==> src/hw/mcp_pkg.sv <==
// Constants shared by the multi-channel pulse width modulation unit.
// Assumes an 8-bit special-function register port on the system clock.
package mcp_pkg;

  // ==========================================================================
  // Register offsets on the special-function register port.
  localparam logic [7:0] ADDR_SGA_LOW_LO = 8'h99;
  localparam logic [7:0] ADDR_SGA_LOW_HI = 8'h9A;
  localparam logic [7:0] ADDR_SGA_HIGH_LO = 8'h9B;
  localparam logic [7:0] ADDR_SGA_HIGH_HI = 8'h9C;
  localparam logic [7:0] ADDR_SGB_LOW_LO = 8'h9D;
  localparam logic [7:0] ADDR_SGB_LOW_HI = 8'h9E;
  localparam logic [7:0] ADDR_SGB_HIGH_LO = 8'h9F;
  localparam logic [7:0] ADDR_SGB_HIGH_HI = 8'hA1;
  localparam logic [7:0] ADDR_ENABLE = 8'hA2;
  localparam logic [7:0] ADDR_QUAD_CTRL = 8'hA3;
  localparam logic [7:0] ADDR_CH0_CMP_LO = 8'hA4;
  localparam logic [7:0] ADDR_CH0_CMP_HI = 8'hA5;
  localparam logic [7:0] ADDR_CH1_CMP_LO = 8'hA6;
  localparam logic [7:0] ADDR_CH1_CMP_HI = 8'hA7;
  localparam logic [7:0] ADDR_CH2_CMP_LO = 8'hA9;
  localparam logic [7:0] ADDR_CH2_CMP_HI = 8'hAA;
  localparam logic [7:0] ADDR_CH3_CMP_LO = 8'hAB;
  localparam logic [7:0] ADDR_CH3_CMP_HI = 8'hAC;
  localparam logic [7:0] ADDR_PERIOD_LO = 8'hAD;
  localparam logic [7:0] ADDR_PERIOD_HI = 8'hAE;

  // ==========================================================================
  // Field positions of the enable register and the quad control register.
  localparam int BIT_QUAD_EN = 0;
  localparam int BIT_SGA_EN = 1;
  localparam int BIT_SGB_EN = 2;
  localparam int BIT_CH1_SRC = 3;
  localparam int BIT_CH3_SRC = 5;
  localparam int BIT_CH_EN_LSB = 0;
  localparam int BIT_POL_LSB = 4;
  localparam logic [7:0] ENABLE_USED_MASK = 8'h3F;

  // ==========================================================================
  // Reset values and widths.
  localparam logic [7:0] REG_RESET = 8'h00;
  localparam int COUNT_W = 16;
  localparam int NUM_CH = 4;
  localparam int NUM_SG = 2;

  // Byte slots of a single generator, in the order software writes them.
  localparam int SG_LOW_LO = 0;
  localparam int SG_LOW_HI = 1;
  localparam int SG_HIGH_LO = 2;
  localparam int SG_HIGH_HI = 3;

endpackage

==> src/hw/mcp_pwm_top.sv <==
// Multi-channel pulse width modulation unit: one quad generator with a
// shared counter and two single-channel high/low time generators.
// Assumes the register port is on clock_i; the count clock is clock_i.
module mcp_pwm_top
  import mcp_pkg::*;
#(
  parameter int CW = COUNT_W
) (
  input wire logic clock_i,
  input wire logic sys_rst_i,
  input wire logic sfr_wr_i,
  input wire logic [7:0] sfr_addr_i,
  input wire logic [7:0] sfr_wdata_i,
  output logic [7:0] sfr_rdata_o,
  output logic [NUM_CH-1:0] channel_output_o,
  output logic single_a_output_o,
  output logic single_b_output_o
);

  // ==========================================================================
  // Address helpers

  // Offset of byte slot b of single generator g.
  function automatic logic [7:0] sg_addr(input int g, input int b);
    logic [7:0] a;
    a = 8'h00;
    unique case ({g[0], b[1:0]})
      3'h0: a = ADDR_SGA_LOW_LO;
      3'h1: a = ADDR_SGA_LOW_HI;
      3'h2: a = ADDR_SGA_HIGH_LO;
      3'h3: a = ADDR_SGA_HIGH_HI;
      3'h4: a = ADDR_SGB_LOW_LO;
      3'h5: a = ADDR_SGB_LOW_HI;
      3'h6: a = ADDR_SGB_HIGH_LO;
      3'h7: a = ADDR_SGB_HIGH_HI;
    endcase
    return a;
  endfunction

  // Offset of compare byte h (0 low, 1 high) of channel c.
  function automatic logic [7:0] cmp_addr(input int c, input int h);
    logic [7:0] a;
    a = 8'h00;
    unique case ({c[1:0], h[0]})
      3'h0: a = ADDR_CH0_CMP_LO;
      3'h1: a = ADDR_CH0_CMP_HI;
      3'h2: a = ADDR_CH1_CMP_LO;
      3'h3: a = ADDR_CH1_CMP_HI;
      3'h4: a = ADDR_CH2_CMP_LO;
      3'h5: a = ADDR_CH2_CMP_HI;
      3'h6: a = ADDR_CH3_CMP_LO;
      3'h7: a = ADDR_CH3_CMP_HI;
    endcase
    return a;
  endfunction

  // ==========================================================================
  // Software-visible staging registers

  logic [7:0] enable_reg;
  logic [7:0] quad_ctrl;
  logic [7:0] period_stage [2];
  logic [7:0] cmp_stage [NUM_CH][2];
  logic [7:0] sg_stage [NUM_SG][4];

  // Decoded field views of the control registers.
  wire quad_en = enable_reg[BIT_QUAD_EN];
  wire [NUM_SG-1:0] sg_en = {enable_reg[BIT_SGB_EN], enable_reg[BIT_SGA_EN]};
  wire [NUM_CH-1:0] ch_en = quad_ctrl[BIT_CH_EN_LSB +: NUM_CH];
  wire [NUM_CH-1:0] ch_pol = quad_ctrl[BIT_POL_LSB +: NUM_CH];
  wire [2:0] dsrc = enable_reg[BIT_CH3_SRC:BIT_CH1_SRC];
  wire wr_enable = sfr_wr_i && (sfr_addr_i == ADDR_ENABLE);
  wire wr_ctrl = sfr_wr_i && (sfr_addr_i == ADDR_QUAD_CTRL);
  wire wr_per_lo = sfr_wr_i && (sfr_addr_i == ADDR_PERIOD_LO);
  wire wr_per_hi = sfr_wr_i && (sfr_addr_i == ADDR_PERIOD_HI);

  // Write strobes for the compare and single-generator bytes.
  logic [1:0] wr_cmp [NUM_CH];
  logic [3:0] wr_sg [NUM_SG];
  always_comb begin
    for (int c = 0; c < NUM_CH; c++) begin
      for (int h = 0; h < 2; h++) begin
        wr_cmp[c][h] = sfr_wr_i && (sfr_addr_i == cmp_addr(c, h));
      end
    end
    for (int g = 0; g < NUM_SG; g++) begin
      for (int b = 0; b < 4; b++) begin
        wr_sg[g][b] = sfr_wr_i && (sfr_addr_i == sg_addr(g, b));
      end
    end
  end

  // Register writes. Period, compare and generator bytes land in staging, so the counters see them
  // only at a period boundary or while disabled; writes are accepted in any enable state.
  always_ff @(posedge clock_i or posedge sys_rst_i) begin
    if (sys_rst_i) begin
      enable_reg <= REG_RESET;
      quad_ctrl <= REG_RESET;
      period_stage <= '{REG_RESET, REG_RESET};
      cmp_stage <= '{default: REG_RESET};
      sg_stage <= '{default: REG_RESET};
    end else begin
      if (wr_enable) begin
        enable_reg <= sfr_wdata_i & ENABLE_USED_MASK;
      end
      if (wr_ctrl) begin
        quad_ctrl <= sfr_wdata_i;
      end
      if (wr_per_lo) begin
        period_stage[0] <= sfr_wdata_i;
      end
      if (wr_per_hi) begin
        period_stage[1] <= sfr_wdata_i;
      end
      for (int c = 0; c < NUM_CH; c++) begin
        for (int h = 0; h < 2; h++) begin
          if (wr_cmp[c][h]) begin
            cmp_stage[c][h] <= sfr_wdata_i;
          end
        end
      end
      // byte halves of high and low time
      for (int g = 0; g < NUM_SG; g++) begin
        for (int b = 0; b < 4; b++) begin
          if (wr_sg[g][b]) begin
            sg_stage[g][b] <= sfr_wdata_i;
          end
        end
      end
    end
  end

  // ==========================================================================
  // Read path

  // Read mux; unmapped offsets read zero.
  logic [7:0] next_rdata;
  always_comb begin
    next_rdata = 8'h00;
    if (sfr_addr_i == ADDR_ENABLE) begin
      next_rdata = enable_reg;
    end
    if (sfr_addr_i == ADDR_QUAD_CTRL) begin
      next_rdata = quad_ctrl;
    end
    if (sfr_addr_i == ADDR_PERIOD_LO) begin
      next_rdata = period_stage[0];
    end
    if (sfr_addr_i == ADDR_PERIOD_HI) begin
      next_rdata = period_stage[1];
    end
    for (int c = 0; c < NUM_CH; c++) begin
      for (int h = 0; h < 2; h++) begin
        if (sfr_addr_i == cmp_addr(c, h)) begin
          next_rdata = cmp_stage[c][h];
        end
      end
    end
    for (int g = 0; g < NUM_SG; g++) begin
      for (int b = 0; b < 4; b++) begin
        if (sfr_addr_i == sg_addr(g, b)) begin
          next_rdata = sg_stage[g][b];
        end
      end
    end
  end

  // Registered so the read port is glitch-free; data follows by one clock.
  always_ff @(posedge clock_i or posedge sys_rst_i) begin
    if (sys_rst_i) begin
      sfr_rdata_o <= 8'h00;
    end else begin
      sfr_rdata_o <= next_rdata;
    end
  end

  // ==========================================================================
  // Quad generator: shared counter

  logic [CW-1:0] qcnt;
  logic [CW-1:0] period_act;
  logic [CW-1:0] cmp_act [NUM_CH];

  wire q_wrap = (qcnt == period_act);

  // one counter for all channels, clocked every system clock.
  // reload at wrap, cleared while disabled.
  // staged values adopted only at the wrap while enabled.
  // While disabled the active copies track staging, so the first period
  // after enable already runs with the programmed values.
  always_ff @(posedge clock_i or posedge sys_rst_i) begin
    if (sys_rst_i) begin
      qcnt <= '0;
      period_act <= '0;
      cmp_act <= '{default: '0};
    end else if (!quad_en || q_wrap) begin
      qcnt <= '0;
      period_act <= CW'({period_stage[1], period_stage[0]});
      for (int c = 0; c < NUM_CH; c++) begin
        cmp_act[c] <= CW'({cmp_stage[c][1], cmp_stage[c][0]});
      end
    end else begin
      qcnt <= qcnt + 1'b1;
    end
  end

  // duty source selection for channels 1 to 3.
  // source bit one picks channel 0 compare.
  // Channel 0 has no source bit, so its slot is tied low.
  wire [NUM_CH-1:0] use_ch0 = {dsrc, 1'b0};
  logic [CW-1:0] cmp_eff [NUM_CH];
  logic [NUM_CH-1:0] pulse;
  always_comb begin
    for (int c = 0; c < NUM_CH; c++) begin
      cmp_eff[c] = cmp_act[c];
      if (use_ch0[c]) begin
        cmp_eff[c] = cmp_act[0];
      end
      // pulse ends at the compare count.
      pulse[c] = (qcnt < cmp_eff[c]);
    end
  end

  // polarity one is high from overflow; zero is high from compare.
  // opposite polarity on a shared compare gives complementary pins.
  always_ff @(posedge clock_i or posedge sys_rst_i) begin
    if (sys_rst_i) begin
      channel_output_o <= '0;
    end else begin
      channel_output_o <= {NUM_CH{quad_en}} & ch_en & (pulse ^ ~ch_pol);
    end
  end

  // ==========================================================================
  // Single-channel generators

  logic [CW:0] sg_pos [NUM_SG];
  logic [CW-1:0] hi_act [NUM_SG];
  logic [CW-1:0] lo_act [NUM_SG];
  logic [NUM_SG-1:0] sg_pend;
  logic [NUM_SG-1:0] sg_end;
  logic [NUM_SG-1:0] sg_high;
  logic [CW:0] sg_sum [NUM_SG];

  // position runs over high plus low clocks; high phase first.
  always_comb begin
    for (int g = 0; g < NUM_SG; g++) begin
      sg_sum[g] = {1'b0, hi_act[g]} + {1'b0, lo_act[g]};
      sg_end[g] = (sg_sum[g] == '0) || (sg_pos[g] >= sg_sum[g] - 1'b1);
      sg_high[g] = (sg_pos[g] < {1'b0, hi_act[g]});
    end
  end

  // both halves move to the counter together at a period end
  // after the final high-time byte was written. A write in the same cycle
  // as the boundary stays pending, so a fresh byte is never half taken.
  always_ff @(posedge clock_i or posedge sys_rst_i) begin
    if (sys_rst_i) begin
      sg_pos <= '{default: '0};
      hi_act <= '{default: '0};
      lo_act <= '{default: '0};
      sg_pend <= '0;
    end else begin
      for (int g = 0; g < NUM_SG; g++) begin
        if (!sg_en[g]) begin
          sg_pos[g] <= '0;
          hi_act[g] <= CW'({sg_stage[g][SG_HIGH_HI], sg_stage[g][SG_HIGH_LO]});
          lo_act[g] <= CW'({sg_stage[g][SG_LOW_HI], sg_stage[g][SG_LOW_LO]});
          sg_pend[g] <= 1'b0;
        end else begin
          sg_pend[g] <= wr_sg[g][SG_HIGH_HI] | (sg_pend[g] & ~sg_end[g]);
          if (sg_end[g]) begin
            sg_pos[g] <= '0;
            if (sg_pend[g]) begin
              hi_act[g] <= CW'({sg_stage[g][SG_HIGH_HI], sg_stage[g][SG_HIGH_LO]});
              lo_act[g] <= CW'({sg_stage[g][SG_LOW_HI], sg_stage[g][SG_LOW_LO]});
            end
          end else begin
            sg_pos[g] <= sg_pos[g] + 1'b1;
          end
        end
      end
    end
  end

  always_ff @(posedge clock_i or posedge sys_rst_i) begin
    if (sys_rst_i) begin
      single_a_output_o <= 1'b0;
      single_b_output_o <= 1'b0;
    end else begin
      single_a_output_o <= sg_en[0] & sg_high[0];
      single_b_output_o <= sg_en[1] & sg_high[1];
    end
  end

endmodule
==> config.mk <==
export PLATFORM = sky130hd
export DESIGN_NAME = mcp_pwm_top
export DESIGN_NICKNAME = d
export VERILOG_FILES = /design/src/hw/mcp_pkg.sv /design/src/hw/mcp_pwm_top.sv
export SDC_FILE = /design/constraint.sdc
export NUM_CORES = 1
export LEC_CHECK = 0
export BUFFER_PORTS_ARGS = -buffer_cell sky130_fd_sc_hd__buf_2
export CAP_MARGIN = 20
export CORE_UTILIZATION = 51
export DETAILED_ROUTE_END_ITERATION = 16
export PLACE_DENSITY = 0.76
export SYNTH_ARGS = -nofsm -noshare
export SYNTH_HDL_FRONTEND = slang
export SYNTH_SLANG_ARGS = --single-unit
export TNS_END_PERCENT = 5
==> constraint.sdc <==
create_clock -name clock_i -period 29.1 [get_ports clock_i]
set_clock_uncertainty 0.2 [all_clocks]
set_input_delay 4.365 -clock clock_i [delete_from_list [all_inputs] [get_ports clock_i]]
set_output_delay 4.365 -clock clock_i [all_outputs]
set_load 0.01 [all_outputs]
After elaboration in Yosys (flattened, before gate mapping) --
Index checks and enable logic that the tools add are counted.
Storage, ports and cells: bits of input ports 19, output and inout port bits 14, word-level logic and storage cells 159, flip-flop bits (word level) 368
Cells by class: multiplexer cells 42, equal/unequal tests 25, bitwise operators 12, add/subtract/negate cells 7, magnitude comparators 8, reduce and logical (&&, ||, !) cells 28
Operators by type and width (count):
- $mux 16 | 16
- $eq 8x8->1 const B | 20
- $mux 8 | 19
- $mux 17 | 4
- $lt 16x16->1 | 4
- $add 16x16->17 | 2
- $add 17x1->17 const B | 2
- $ge 17x17->1 | 2
- $logic_not 17->1 | 2
- $lt 17x16->1 | 2
- $sub 17x1->17 const B | 2
- $logic_and 1x1->1 | 20
- $add 16x1->16 const B | 1
- $eq 16x16->1 | 1
- $and 4x4->4 | 2
- $ne 2x1->1 const B | 4
- $mux 6 | 1
- $and 1x1->1 | 4
- $not 4->4 | 1
- $reduce_and 2->1 | 2
- $xor 4x4->4 | 1
- $logic_or 1x1->1 | 3
- $mux 1 | 2
- $not 1->1 | 2
- other kinds (2) | 3

Longest topological paths before layout --
Gate-level depths: netlist of the first run.
depth after elaboration 21, depth in mapped cells 22, gate-level depth less buffers 20

Worst setup path after synthesis of the first run --
OpenSTA, ideal clock, no wires.
path kind input-to-reg, start point input sfr_addr_i[1], end point register sfr_rdata_o[5], buffers on the path 4, slack 22448 ps, required time 28774 ps, stages on the path 7, arrival 6326 ps, library setup time 126 ps, path through clkbuf_1 > clkbuf_1 > clkbuf_1 > buf_1 > o21ai_0 > a221o_1 > a221o_1
Between the ends: cells in the longest elaborated chain, start to end 21, elaborated cells between the ends (all ways) 40, classes of those cells eq/ne (20); mux (20)
RTL lines:
- start, declared | line mcp_pwm_top.sv:12 | input wire logic [7:0] sfr_addr_i,
- $eq 8x8->1 | line mcp_pwm_top.sv:140 | if (sfr_addr_i == ADDR_ENABLE) begin
- $mux 6 | line mcp_pwm_top.sv:140
- $mux 8 | line mcp_pwm_top.sv:143 | if (sfr_addr_i == ADDR_QUAD_CTRL) begin
- $mux 8 | line mcp_pwm_top.sv:146 | if (sfr_addr_i == ADDR_PERIOD_LO) begin
- $mux 8 | line mcp_pwm_top.sv:149 | if (sfr_addr_i == ADDR_PERIOD_HI) begin
- $mux 8 (8 in a row) | line mcp_pwm_top.sv:154 | if (sfr_addr_i == cmp_addr(c, h)) begin
- $mux 8 (7 in a row) | line mcp_pwm_top.sv:161 | if (sfr_addr_i == sg_addr(g, b)) begin
- $mux 8 * | line mcp_pwm_top.sv:161
- net next_rdata[5] | line mcp_pwm_top.sv:137 | logic [7:0] next_rdata;
- end signal, assigned | line mcp_pwm_top.sv:173 | sfr_rdata_o <= next_rdata;
- end, declared | line mcp_pwm_top.sv:14 | output logic [7:0] sfr_rdata_o,
Mark *: on every way through the listed nets, which the timed path passes. The rest lies on a longest branch. A chain may end at the register's enable or synchronous reset.

Worst setup path after layout of the first run --
start point input sfr_addr_i[0], end point register sfr_rdata_o[1]
Same word-level chain as after synthesis.

==> flow_summary.json, run 1 <==
{
  "outcome": "finished, final reports clean",
  "first_global_vias": 17863,
  "placed_cell_area_mm2": 0.0234,
  "drive_gt1_share_pct": 17.8,
  "dp_cells": 2772,
  "grt_max_degree": 185,
  "die_w_um": 213,
  "drtIter0Drc": 1655,
  "die_y_um": 213,
  "dieArea_mm2": 0.0455,
  "ys.flop_type": "dfrtp_1",
  "clkLatencyLatePin_ps": 560,
  "worst_pin_slew_ps": 1220,
  "synth_edf_count": 0,
  "final_hold_viol_count": 0,
  "cts_tree": "built",
  "power_uw": 1430,
  "timing.final.max_slew_violations": 0,
  "critPathMaxFanout": 63,
  "ff2ff_setup_slack_ps": 22880,
  "grt_pass1_wl_mm": 100,
  "critPathRequiredTime_ps": 29350,
  "power.density_mw_per_mm2": 57.4,
  "cts_sinks": 368,
  "wl_per_cell_um": 22.5,
  "synthTopCellsByCount": "dfrtp_1 (368), mux2_2 (231), o21ai_0 (170)",
  "yosysMostFrequentCell": "dfrtp_1",
  "synth_area_leaders": "dfrtp_1 (40%), mux2_2 (11%), ha_1 (8.8%)",
  "firstDrtPassIters": 7,
  "crit_path_max_incr_delay_ps": 550,
  "setup_viol": 0,
  "fin_crit_sh_pct": 23.7,
  "fillers": 3806,
  "ys_types": 84,
  "hp-class": "reg -> reg",
  "final_area_mm2": 0.0249,
  "cts_made_buffers": 40,
  "worstHoldStart": "sg_pend[1]$_DFF_PP0_",
  "fmax_mhz": 145,
  "rsz0062_at_grt": "no",
  "stdcell_count": 2850,
  "yosysSeqAreaShare_pct": 40.4,
  "p_leak_uw": 0.0116,
  "slew_headroom_pct": 16.3,
  "ys_ff_latch": 368,
  "cts_buffer_depth": 3,
  "synth_top_cell_by_area": "dfrtp_1",
  "syn_area_per_cell_um2": 10.1,
  "path_delay_family": "compound AO/OA/AOI/OAI gates",
  "io_buffer_count": 32,
  "core_area_mm2": 0.0441,
  "seq_area_mm2": 0.00921,
  "nets": 2406,
  "num_io_pins": 33,
  "path_common_cell": "a221o_1",
  "ff2ff_path_depth": 19,
  "row_count": 77,
  "critPathArrivalTime_ps": 7140,
  "ir_drop_mv": 0.0483,
  "cp-startpoint": "sfr_addr_i[0]",
  "globalRouteOverflowTotal": 0,
  "antenna_left": 0,
  "start_util_pct": 51.7,
  "ctsHtreeMaxLevel": 2,
  "via_per_inst": 6.30,
  "cts_setup_buffers": 0,
  "antenna_found_initial": 2,
  "cts_hold_buffers": 0,
  "end_kind": "flip-flop",
  "cpMaxStageDelayCell": "nand2b_1",
  "place_hpwl_mm": 45.8,
  "clockRootBuffer": "clkbuf_16",
  "startpoint_type": "primary input",
  "multi_input_area_mm2": 0.0128,
  "track_usage_pct": 28.5,
  "min_path_cells": 1,
  "hold_path_end": "sg_pend[1]$_DFF_PP0_",
  "path_cells": "buf_2 > buf_4 > nand2b_1 > o21ai_0 > nand2_1 > a221oi_1 > o221ai_1 > a221o_1 > a221o_1",
  "vias": 17956,
  "fin_setup_tns_ps": 0,
  "async_flop_share_pct": 100,
  "gp_congestion": 0.955,
  "syn_to_final_growth_pct": 9.30,
  "reg_top3": "cmp_act x64, cmp_stage x64, sg_stage x64",
  "crit_type": "in -> reg",
  "drt_wl_total_mm": 64.1,
  "clk_pin_slew_worst_paths_ps": 70,
  "reg2reg_to": "hi_act[20]$_DFFE_PP0P_",
  "min_period_ps": 6890,
  "drc": 0,
  "synth_cells": 2249,
  "syn_area_mm2": 0.0228,
  "cts_resized": 0,
  "synth_top_cell_area_share_pct": 40.4,
  "maxCapViolations": 0,
  "syn_nets": 2431,
  "yosys_warnings": 0,
  "cp.buffers_inverters": 2,
  "r2r-start": "hi_act[16]$_DFFE_PP0P_"
}
## through the flow
stage | hold WS (ps) | setup slack [ps] | util (%)
4_1_cts | 288 | 22300 | 56.3
5_1_grt | 320 | 22000 | 56.4
3_5_place_dp | 274 | 21700 | 53.0
6_report | 290 | 22210 | 56.5
3_3_place_gp | 270 | 21750 | 52.9
2_1_floorplan | 257 | 14320 | -
## cell usage in the layout, fill, tap and decap left out, types with 48 or more instances in the layout
| cell | Yosys | final |
|---|---|---|
| inv_1 | 79 | 78 |
| dfrtp_1 | 368 | 368 |
| o21ai_0 | 170 | 169 |
| o22ai_1 | 48 | 48 |
| nand2_1 | 149 | 148 |
| mux2_2 | 231 | 231 |
| a21oi_1 | 78 | 78 |
| xor2_1 | 55 | 55 |
| nor2_1 | 120 | 120 |
| and2_1 | 82 | 82 |
| mux2i_1 | 58 | 58 |
| ha_1 | 161 | 161 |
## where the power goes
part / total (uW) / switching, uW / internal (uW)
logic: 299 / 185 / 114
registers: 561 / 25.6 / 535
clock network: 569 / 217 / 352
total: 1430 / 428 / 1000
## worst max path at each step
stage	to	slack (ps)	cells after the start
after detailed placement	sfr_rdata_o[3]$_DFF_PP0_	21700	10
after global placement	sfr_rdata_o[5]$_DFF_PP0_	21750	9
final	sfr_rdata_o[1]$_DFF_PP0_	22210	9
after CTS	sfr_rdata_o[3]$_DFF_PP0_	22300	10
after global routing	sfr_rdata_o[3]$_DFF_PP0_	22000	10
after floorplan	channel_output_o[0]$_DFF_PP0_	14320	1
## layer usage
metal  track usage (%)  wire length (um)
met1              37.1             26900
met4              12.6              2760
met5                 0                 0
met2              47.6             30800
met3              3.59              3530
## kinds of logic (layout without fill, tap and decap cells)
group,after synthesis,count (layout),synth area share (%)
AOI/OAI and AO/OA,550,550,16.1
buffers and inverters,198,204,3.64
and+or+nand+nor,581,581,13.0
other,0,3,0
DFF,368,368,40.4
xor gates and xnor gates,100,100,3.84
adders and majority gates,163,163,9.01
muxes,289,289,14.0
## area by class of cell
cell class | instances | area share (%)
Tap cell | 592 | 2.97
Clock buffer | 52 | 4.48
Inverter | 79 | 1.22
Multi-Input combinational cell | 1683 | 51.4
Timing Repair Buffer | 52 | 1.54
Antenna cell | 3 | 0.0301
Clock inverter | 21 | 1.42
Sequential cell | 368 | 37.0
Note: power is estimated with default switching activity, not from simulation.
==> run 2, diff against run 1 <==
- clock period: 29.1 -> 6.9 ns (I/O delays scaled with it)
==> run 2 against run 1 <==
Core utilization fell by 0.24 points. Sequential power rose to 4.2 times the previous value. Non-clock buffer count fell by 3. Wire length fell by 5.4%. Register-to-register slack got worse by 22000 ps. First-iteration DRC count fell by 8.2%. Sequential share of layout area rose by 0.16 points.
==> flow_summary.json, run 2 (same netlist as run 1, synthesis figures left out) <==
{
  "outcome": "finished, final reports clean",
  "crit_type": "reg -> reg",
  "layout_commonest_cell": "dfrtp_1",
  "critPathMaxFanout": 29,
  "fin_crit_sh_pct": 86.0,
  "drtIter0Drc": 1520,
  "maxCapViolations": 0,
  "p_sw_share_pct": 30.1,
  "gp_congestion": 0.940,
  "ctsHtreeMaxLevel": 2,
  "fmax_mhz": 169,
  "cts_tree": "built",
  "drt_wl_total_mm": 60.6,
  "worst_pin_slew_ps": 1210,
  "cpMaxStageDelayCell": "or4b_2",
  "min_period_ps": 5930,
  "crit_path_max_incr_delay_ps": 610,
  "nets": 2404,
  "globalRouteOverflowTotal": 0,
  "clockRootBuffer": "clkbuf_16",
  "fillers": 3830,
  "mostFrequentLayoutCells": "dfrtp_1 (368), mux2_2 (231), o21ai_0 (169), ha_1 (161), nand2_1 (148)",
  "critPathRequiredTime_ps": 7090,
  "die_w_um": 213,
  "slew_headroom_pct": 19.1,
  "syn_to_final_growth_pct": 8.84,
  "p_int_uw": 4140,
  "via_per_inst": 6.24,
  "rsz0062_at_grt": "no",
  "cts_hold_buffers": 0,
  "cts_resized": 0,
  "diodes": 0,
  "antenna_left": 0,
  "end_kind": "flip-flop",
  "start_util_pct": 51.7,
  "power.density_mw_per_mm2": 239,
  "setup_viol": 0,
  "die_y_um": 213,
  "track_usage_pct": 27.2,
  "place_hpwl_mm": 42.9,
  "critPathArrivalTime_ps": 6120,
  "cts_sinks": 368,
  "cts_setup_buffers": 0,
  "path_delay_family": "simple AND/OR/NAND/NOR gates",
  "placed_cell_area_mm2": 0.0234,
  "fin_setup_tns_ps": 0,
  "path_cells": "ha_1 > inv_1 > fa_1 > nand3b_1 > a211oi_1 > nor2_1 > xnor2_1 > nand3_1 > nor3_1 > nand3_1 > xor2_1 > ha_1 > or4b_2 > a21oi_1 > nand3_1 > o211a_1 > a31oi_4 > buf_4 > o22ai_1",
  "p_clk_share_pct": 39.6,
  "row_count": 77,
  "switchingPower_uw": 1790,
  "num_io_pins": 33,
  "antenna_found_initial": 1,
  "io_buffer_count": 32,
  "first_global_vias": 17755,
  "hold-worst-slack_ps": 170,
  "startpoint_type": "flip-flop",
  "vias": 17746,
  "cts_made_buffers": 41,
  "wl_per_cell_um": 21.3,
  "final_hold_viol_count": 0,
  "timing.final.max_slew_violations": 0,
  "cp-startpoint": "hi_act[0]$_DFFE_PP0P_",
  "grt_max_degree": 190,
  "ff2ff_setup_slack_ps": 970,
  "dieArea_mm2": 0.0455,
  "pwr-share-comb_pct": 20.5,
  "core_area_mm2": 0.0441,
  "cp.buffers_inverters": 2,
  "drive_gt1_share_pct": 17.7,
  "grt_pass1_wl_mm": 96.5,
  "cts_buffer_depth": 3,
  "r2r-start": "hi_act[0]$_DFFE_PP0P_",
  "path_common_cell": "nand3_1",
  "clk_pin_slew_worst_paths_ps": 60,
  "seq_power_share_pct": 39.8,
  "firstDrtPassIters": 8,
  "drc": 0,
  "final_area_mm2": 0.0248,
  "p_leak_uw": 0.0115,
  "ir_drop_mv": 0.285,
  "clkLatencyLatePin_ps": 580,
  "hp-class": "in -> async",
  "reg_top3": "cmp_act x64, cmp_stage x64, sg_stage x64",
  "final_util_pct": 56.2
}
==> run 2: changes by cell type in the layout (fill, tap and decap cells not counted), sizes merged <==
cell and change:
buf -3, bufinv -3, diode -3, clkbuf +2, clkinv +1, inv -1
==> run 2: routing by layer <==
layer | vias to the layer above | part of all wire [%] | routed length (um) | global-route usage (%)
li1 | 8172 | - | - | -
met1 | 8770 | 42 | 25300 | 34.9
met2 | 632 | 47 | 28600 | 44.7
met3 | 172 | 5.7 | 3480 | 3.88
met4 | 0 | 5.2 | 3160 | 14.6
met5 | - | 0 | 0 | 0
==> run 2: worst reg2reg max path, delay by kind of cell, from the launching register on <==
family | cells | cell delay [ps]
flip-flops | 1 | 380
buffers and inverters | 2 | 480
adder cells (fa/ha/maj) | 3 | 830
AND/OR/NAND/NOR | 7 | 1990
AO/OA/AOI/OAI | 5 | 1410
XOR/XNOR | 2 | 480
==> run 2: area by class of cell <==
| type | count | area [um^2] | share of cell area, % |
|---|---|---|---|
| Inverter | 79 | 300 | 1.21 |
| Clock inverter | 18 | 280 | 1.13 |
| Multi-Input combinational cell | 1683 | 12800 | 51.6 |
| Clock buffer | 54 | 1170 | 4.70 |
| Timing Repair Buffer | 49 | 313 | 1.26 |
| Tap cell | 592 | 741 | 2.99 |
| Sequential cell | 368 | 9210 | 37.1 |
==> run 2: worst paths after layout <==
path | end | cells past startpoint
max in group asynchronous | sg_pos[33]$_DFF_PP0_ | 3
max | lo_act[5]$_DFFE_PP0P_ | 19
min reg2reg | sg_pend[1]$_DFF_PP0_ | 1
max reg2reg | lo_act[5]$_DFFE_PP0P_ | 19
min in group clock_i | sg_pend[1]$_DFF_PP0_ | 1
min | qcnt[6]$_DFF_PP0_ | 2
==> run 2: power by group through the flow <==
stage	combinational, uW	clock, uW	sequential (uW)
after floorplan	987	0	2350
final	1220	2350	2360
after global placement	1160	0	2390
after detailed placement	1210	0	2400
after CTS	1210	2390	2360
after global routing	1350	2470	2370
==> run 2: stage by stage <==
stage	setup slack [ps]	power (uW)	instances
after floorplan	727	3340	2249
after CTS	961	5960	2843
final	969	5930	2843
after global routing	455	6190	2843
after detailed placement	979	3600	2771
after global placement	1300	3550	2771
==> run 3, diff against run 2 <==
- CELL_PAD_IN_SITES_DETAIL_PLACEMENT: unset -> 0
- CELL_PAD_IN_SITES_GLOBAL_PLACEMENT: unset -> 1
- PLACE_DENSITY: 0.76 -> 0.9
==> run 3 against run 2 <==
Clock-buffer cell count stayed put. Global-route usage is 0.35 points higher. Wire length is 1.4% higher. Combinational power hardly changed. Final cell count hardly changed. Clock power is 6% lower. Core utilization is 0.25 points lower. Critical path depth is 1 higher. Via count is 0.94% lower. First-iteration DRC count is 0.92% higher. Die area stayed put. Sequential share of layout area is 0.17 points higher. Largest cell class unchanged. Largest power group unchanged.
==> flow_summary.json, run 3 (same netlist as run 1, synthesis figures left out) <==
{
  "drtIter0Drc": 1534,
  "critPathRequiredTime_ps": 7170,
  "antenna_found_initial": 1,
  "firstDrtPassIters": 8,
  "diodes": 0,
  "final_hold_viol_count": 0,
  "syn_to_final_growth_pct": 8.35,
  "fillers": 3854,
  "fmax_mhz": 167,
  "crit_type": "reg -> reg",
  "drt_wl_total_mm": 61.5,
  "grt_max_degree": 184,
  "fin_setup_tns_ps": 0,
  "clk_pin_slew_worst_paths_ps": 60,
  "core_area_mm2": 0.0441,
  "timing.final.max_slew_violations": 0,
  "layout_commonest_cell": "dfrtp_1",
  "p_leak_uw": 0.0115,
  "drive_gt1_share_pct": 17.5,
  "startpoint_type": "flip-flop",
  "via_per_inst": 6.19,
  "maxCapViolations": 0,
  "hold-worst-slack_ps": 307,
  "cp-startpoint": "hi_act[16]$_DFFE_PP0P_",
  "final_area_mm2": 0.0247,
  "placed_cell_area_mm2": 0.0234,
  "cts_sinks": 368,
  "drc": 0,
  "hp-class": "reg -> reg",
  "cts_tree": "built",
  "crit_path_max_incr_delay_ps": 660,
  "power_uw": 5790,
  "vias": 17580,
  "power.density_mw_per_mm2": 235,
  "cts_buffer_depth": 3,
  "post-place-ws_ps": 963,
  "rsz0062_at_grt": "no",
  "place_hpwl_mm": 43.8,
  "layout_setup_ws_ps": 909,
  "outcome": "finished, final reports clean",
  "gp_congestion": 0.936,
  "track_usage_pct": 27.6,
  "slew_headroom_pct": 24.5,
  "ctsHtreeMaxLevel": 2,
  "end_kind": "flip-flop",
  "cts_hold_buffers": 0,
  "clockRootBuffer": "clkbuf_16",
  "setup_viol": 0,
  "globalRouteOverflowTotal": 0,
  "grt_pass1_wl_mm": 97.2,
  "critPathArrivalTime_ps": 6260,
  "cpMaxStageDelayCell": "a2111oi_0",
  "cts_made_buffers": 40,
  "worst_pin_slew_ps": 1130,
  "cts_setup_buffers": 0,
  "clkLatencyLatePin_ps": 560,
  "fin_crit_sh_pct": 86.8,
  "row_count": 77,
  "die_y_um": 213,
  "worstHoldStart": "cmp_stage[63]$_DFFE_PP0P_",
  "first_global_vias": 17486,
  "io_buffer_count": 32,
  "cts_resized": 0,
  "die_w_um": 213,
  "antenna_left": 0,
  "dieArea_mm2": 0.0455,
  "reg_top3": "cmp_act x64, cmp_stage x64, sg_stage x64",
  "min_period_ps": 5990,
  "start_util_pct": 51.7,
  "mostFrequentLayoutCells": "dfrtp_1 (368), mux2_2 (231), o21ai_0 (169), ha_1 (161), nand2_1 (148)",
  "ir_drop_mv": 0.268,
  "wl_per_cell_um": 21.6,
  "num_io_pins": 33,
  "critPathMaxFanout": 17,
  "path_cells": "ha_1 > inv_1 > fa_1 > or2b_1 > a21boi_4 > o311ai_0 > nor4_1 > or4b_1 > nor2_1 > xnor2_1 > ha_1 > a21o_1 > a21o_1 > a21oi_1 > nor2_1 > a2111oi_0 > o21a_1 > buf_4 > o21ai_0 > o21ai_2",
  "nets": 2406,
  "r2r-start": "hi_act[16]$_DFFE_PP0P_"
}
==> run 3: routing by layer <==
metal	GRT usage [%]	wire length (um)
met5	0	0
met4	12.0	2600
met3	4.35	3300
met2	45.1	29000
met1	36.3	26500
==> run 3: layout make-up <==
class                           instances  area [um^2]  area share [%]
Multi-Input combinational cell       1683        12800            51.8
Sequential cell                       368         9210            37.3
Clock buffer                           54         1120            4.55
Tap cell                              592          741            3.00
Timing Repair Buffer                   52          323            1.31
Inverter                               79          300            1.22
Clock inverter                         13          200           0.811
==> run 3: final timing paths <==
path	to	cells after the start	slack [ps]
worst min register to register	cmp_act[55]$_DFFE_PP0N_	2	310
min in group asynchronous	cmp_stage[59]$_DFFE_PP0P_	2	330
worst min-delay path	cmp_act[55]$_DFFE_PP0N_	2	310
worst max register to register	lo_act[18]$_DFFE_PP0P_	20	910
worst max-delay path	lo_act[18]$_DFFE_PP0P_	20	910
max in group asynchronous	channel_output_o[1]$_DFF_PP0_	4	4520
==> run 3: critical path: cells and delay by family, from the launching register on <==
kind / cells / cell delay (ps)
XOR/XNOR: 1 / 140
adder cells (fa/ha/maj): 3 / 880
buffers and inverters: 2 / 360
AO/OA/AOI/OAI: 9 / 2410
AND/OR/NAND/NOR: 5 / 1530
flip-flops: 1 / 370
==> run 3: through the flow <==
stage	cells	util (%)
global route	2841	56.0
finish	2841	56.0
floorplan	2249	-
detailed placement	2774	53.0
CTS	2841	56.0
global placement	2774	53.0
==> run 3: power by group <==
group	switching (uW)	total [uW]	internal, uW
sequential	102	2360	2260
clock	883	2210	1330
combinational	762	1220	462
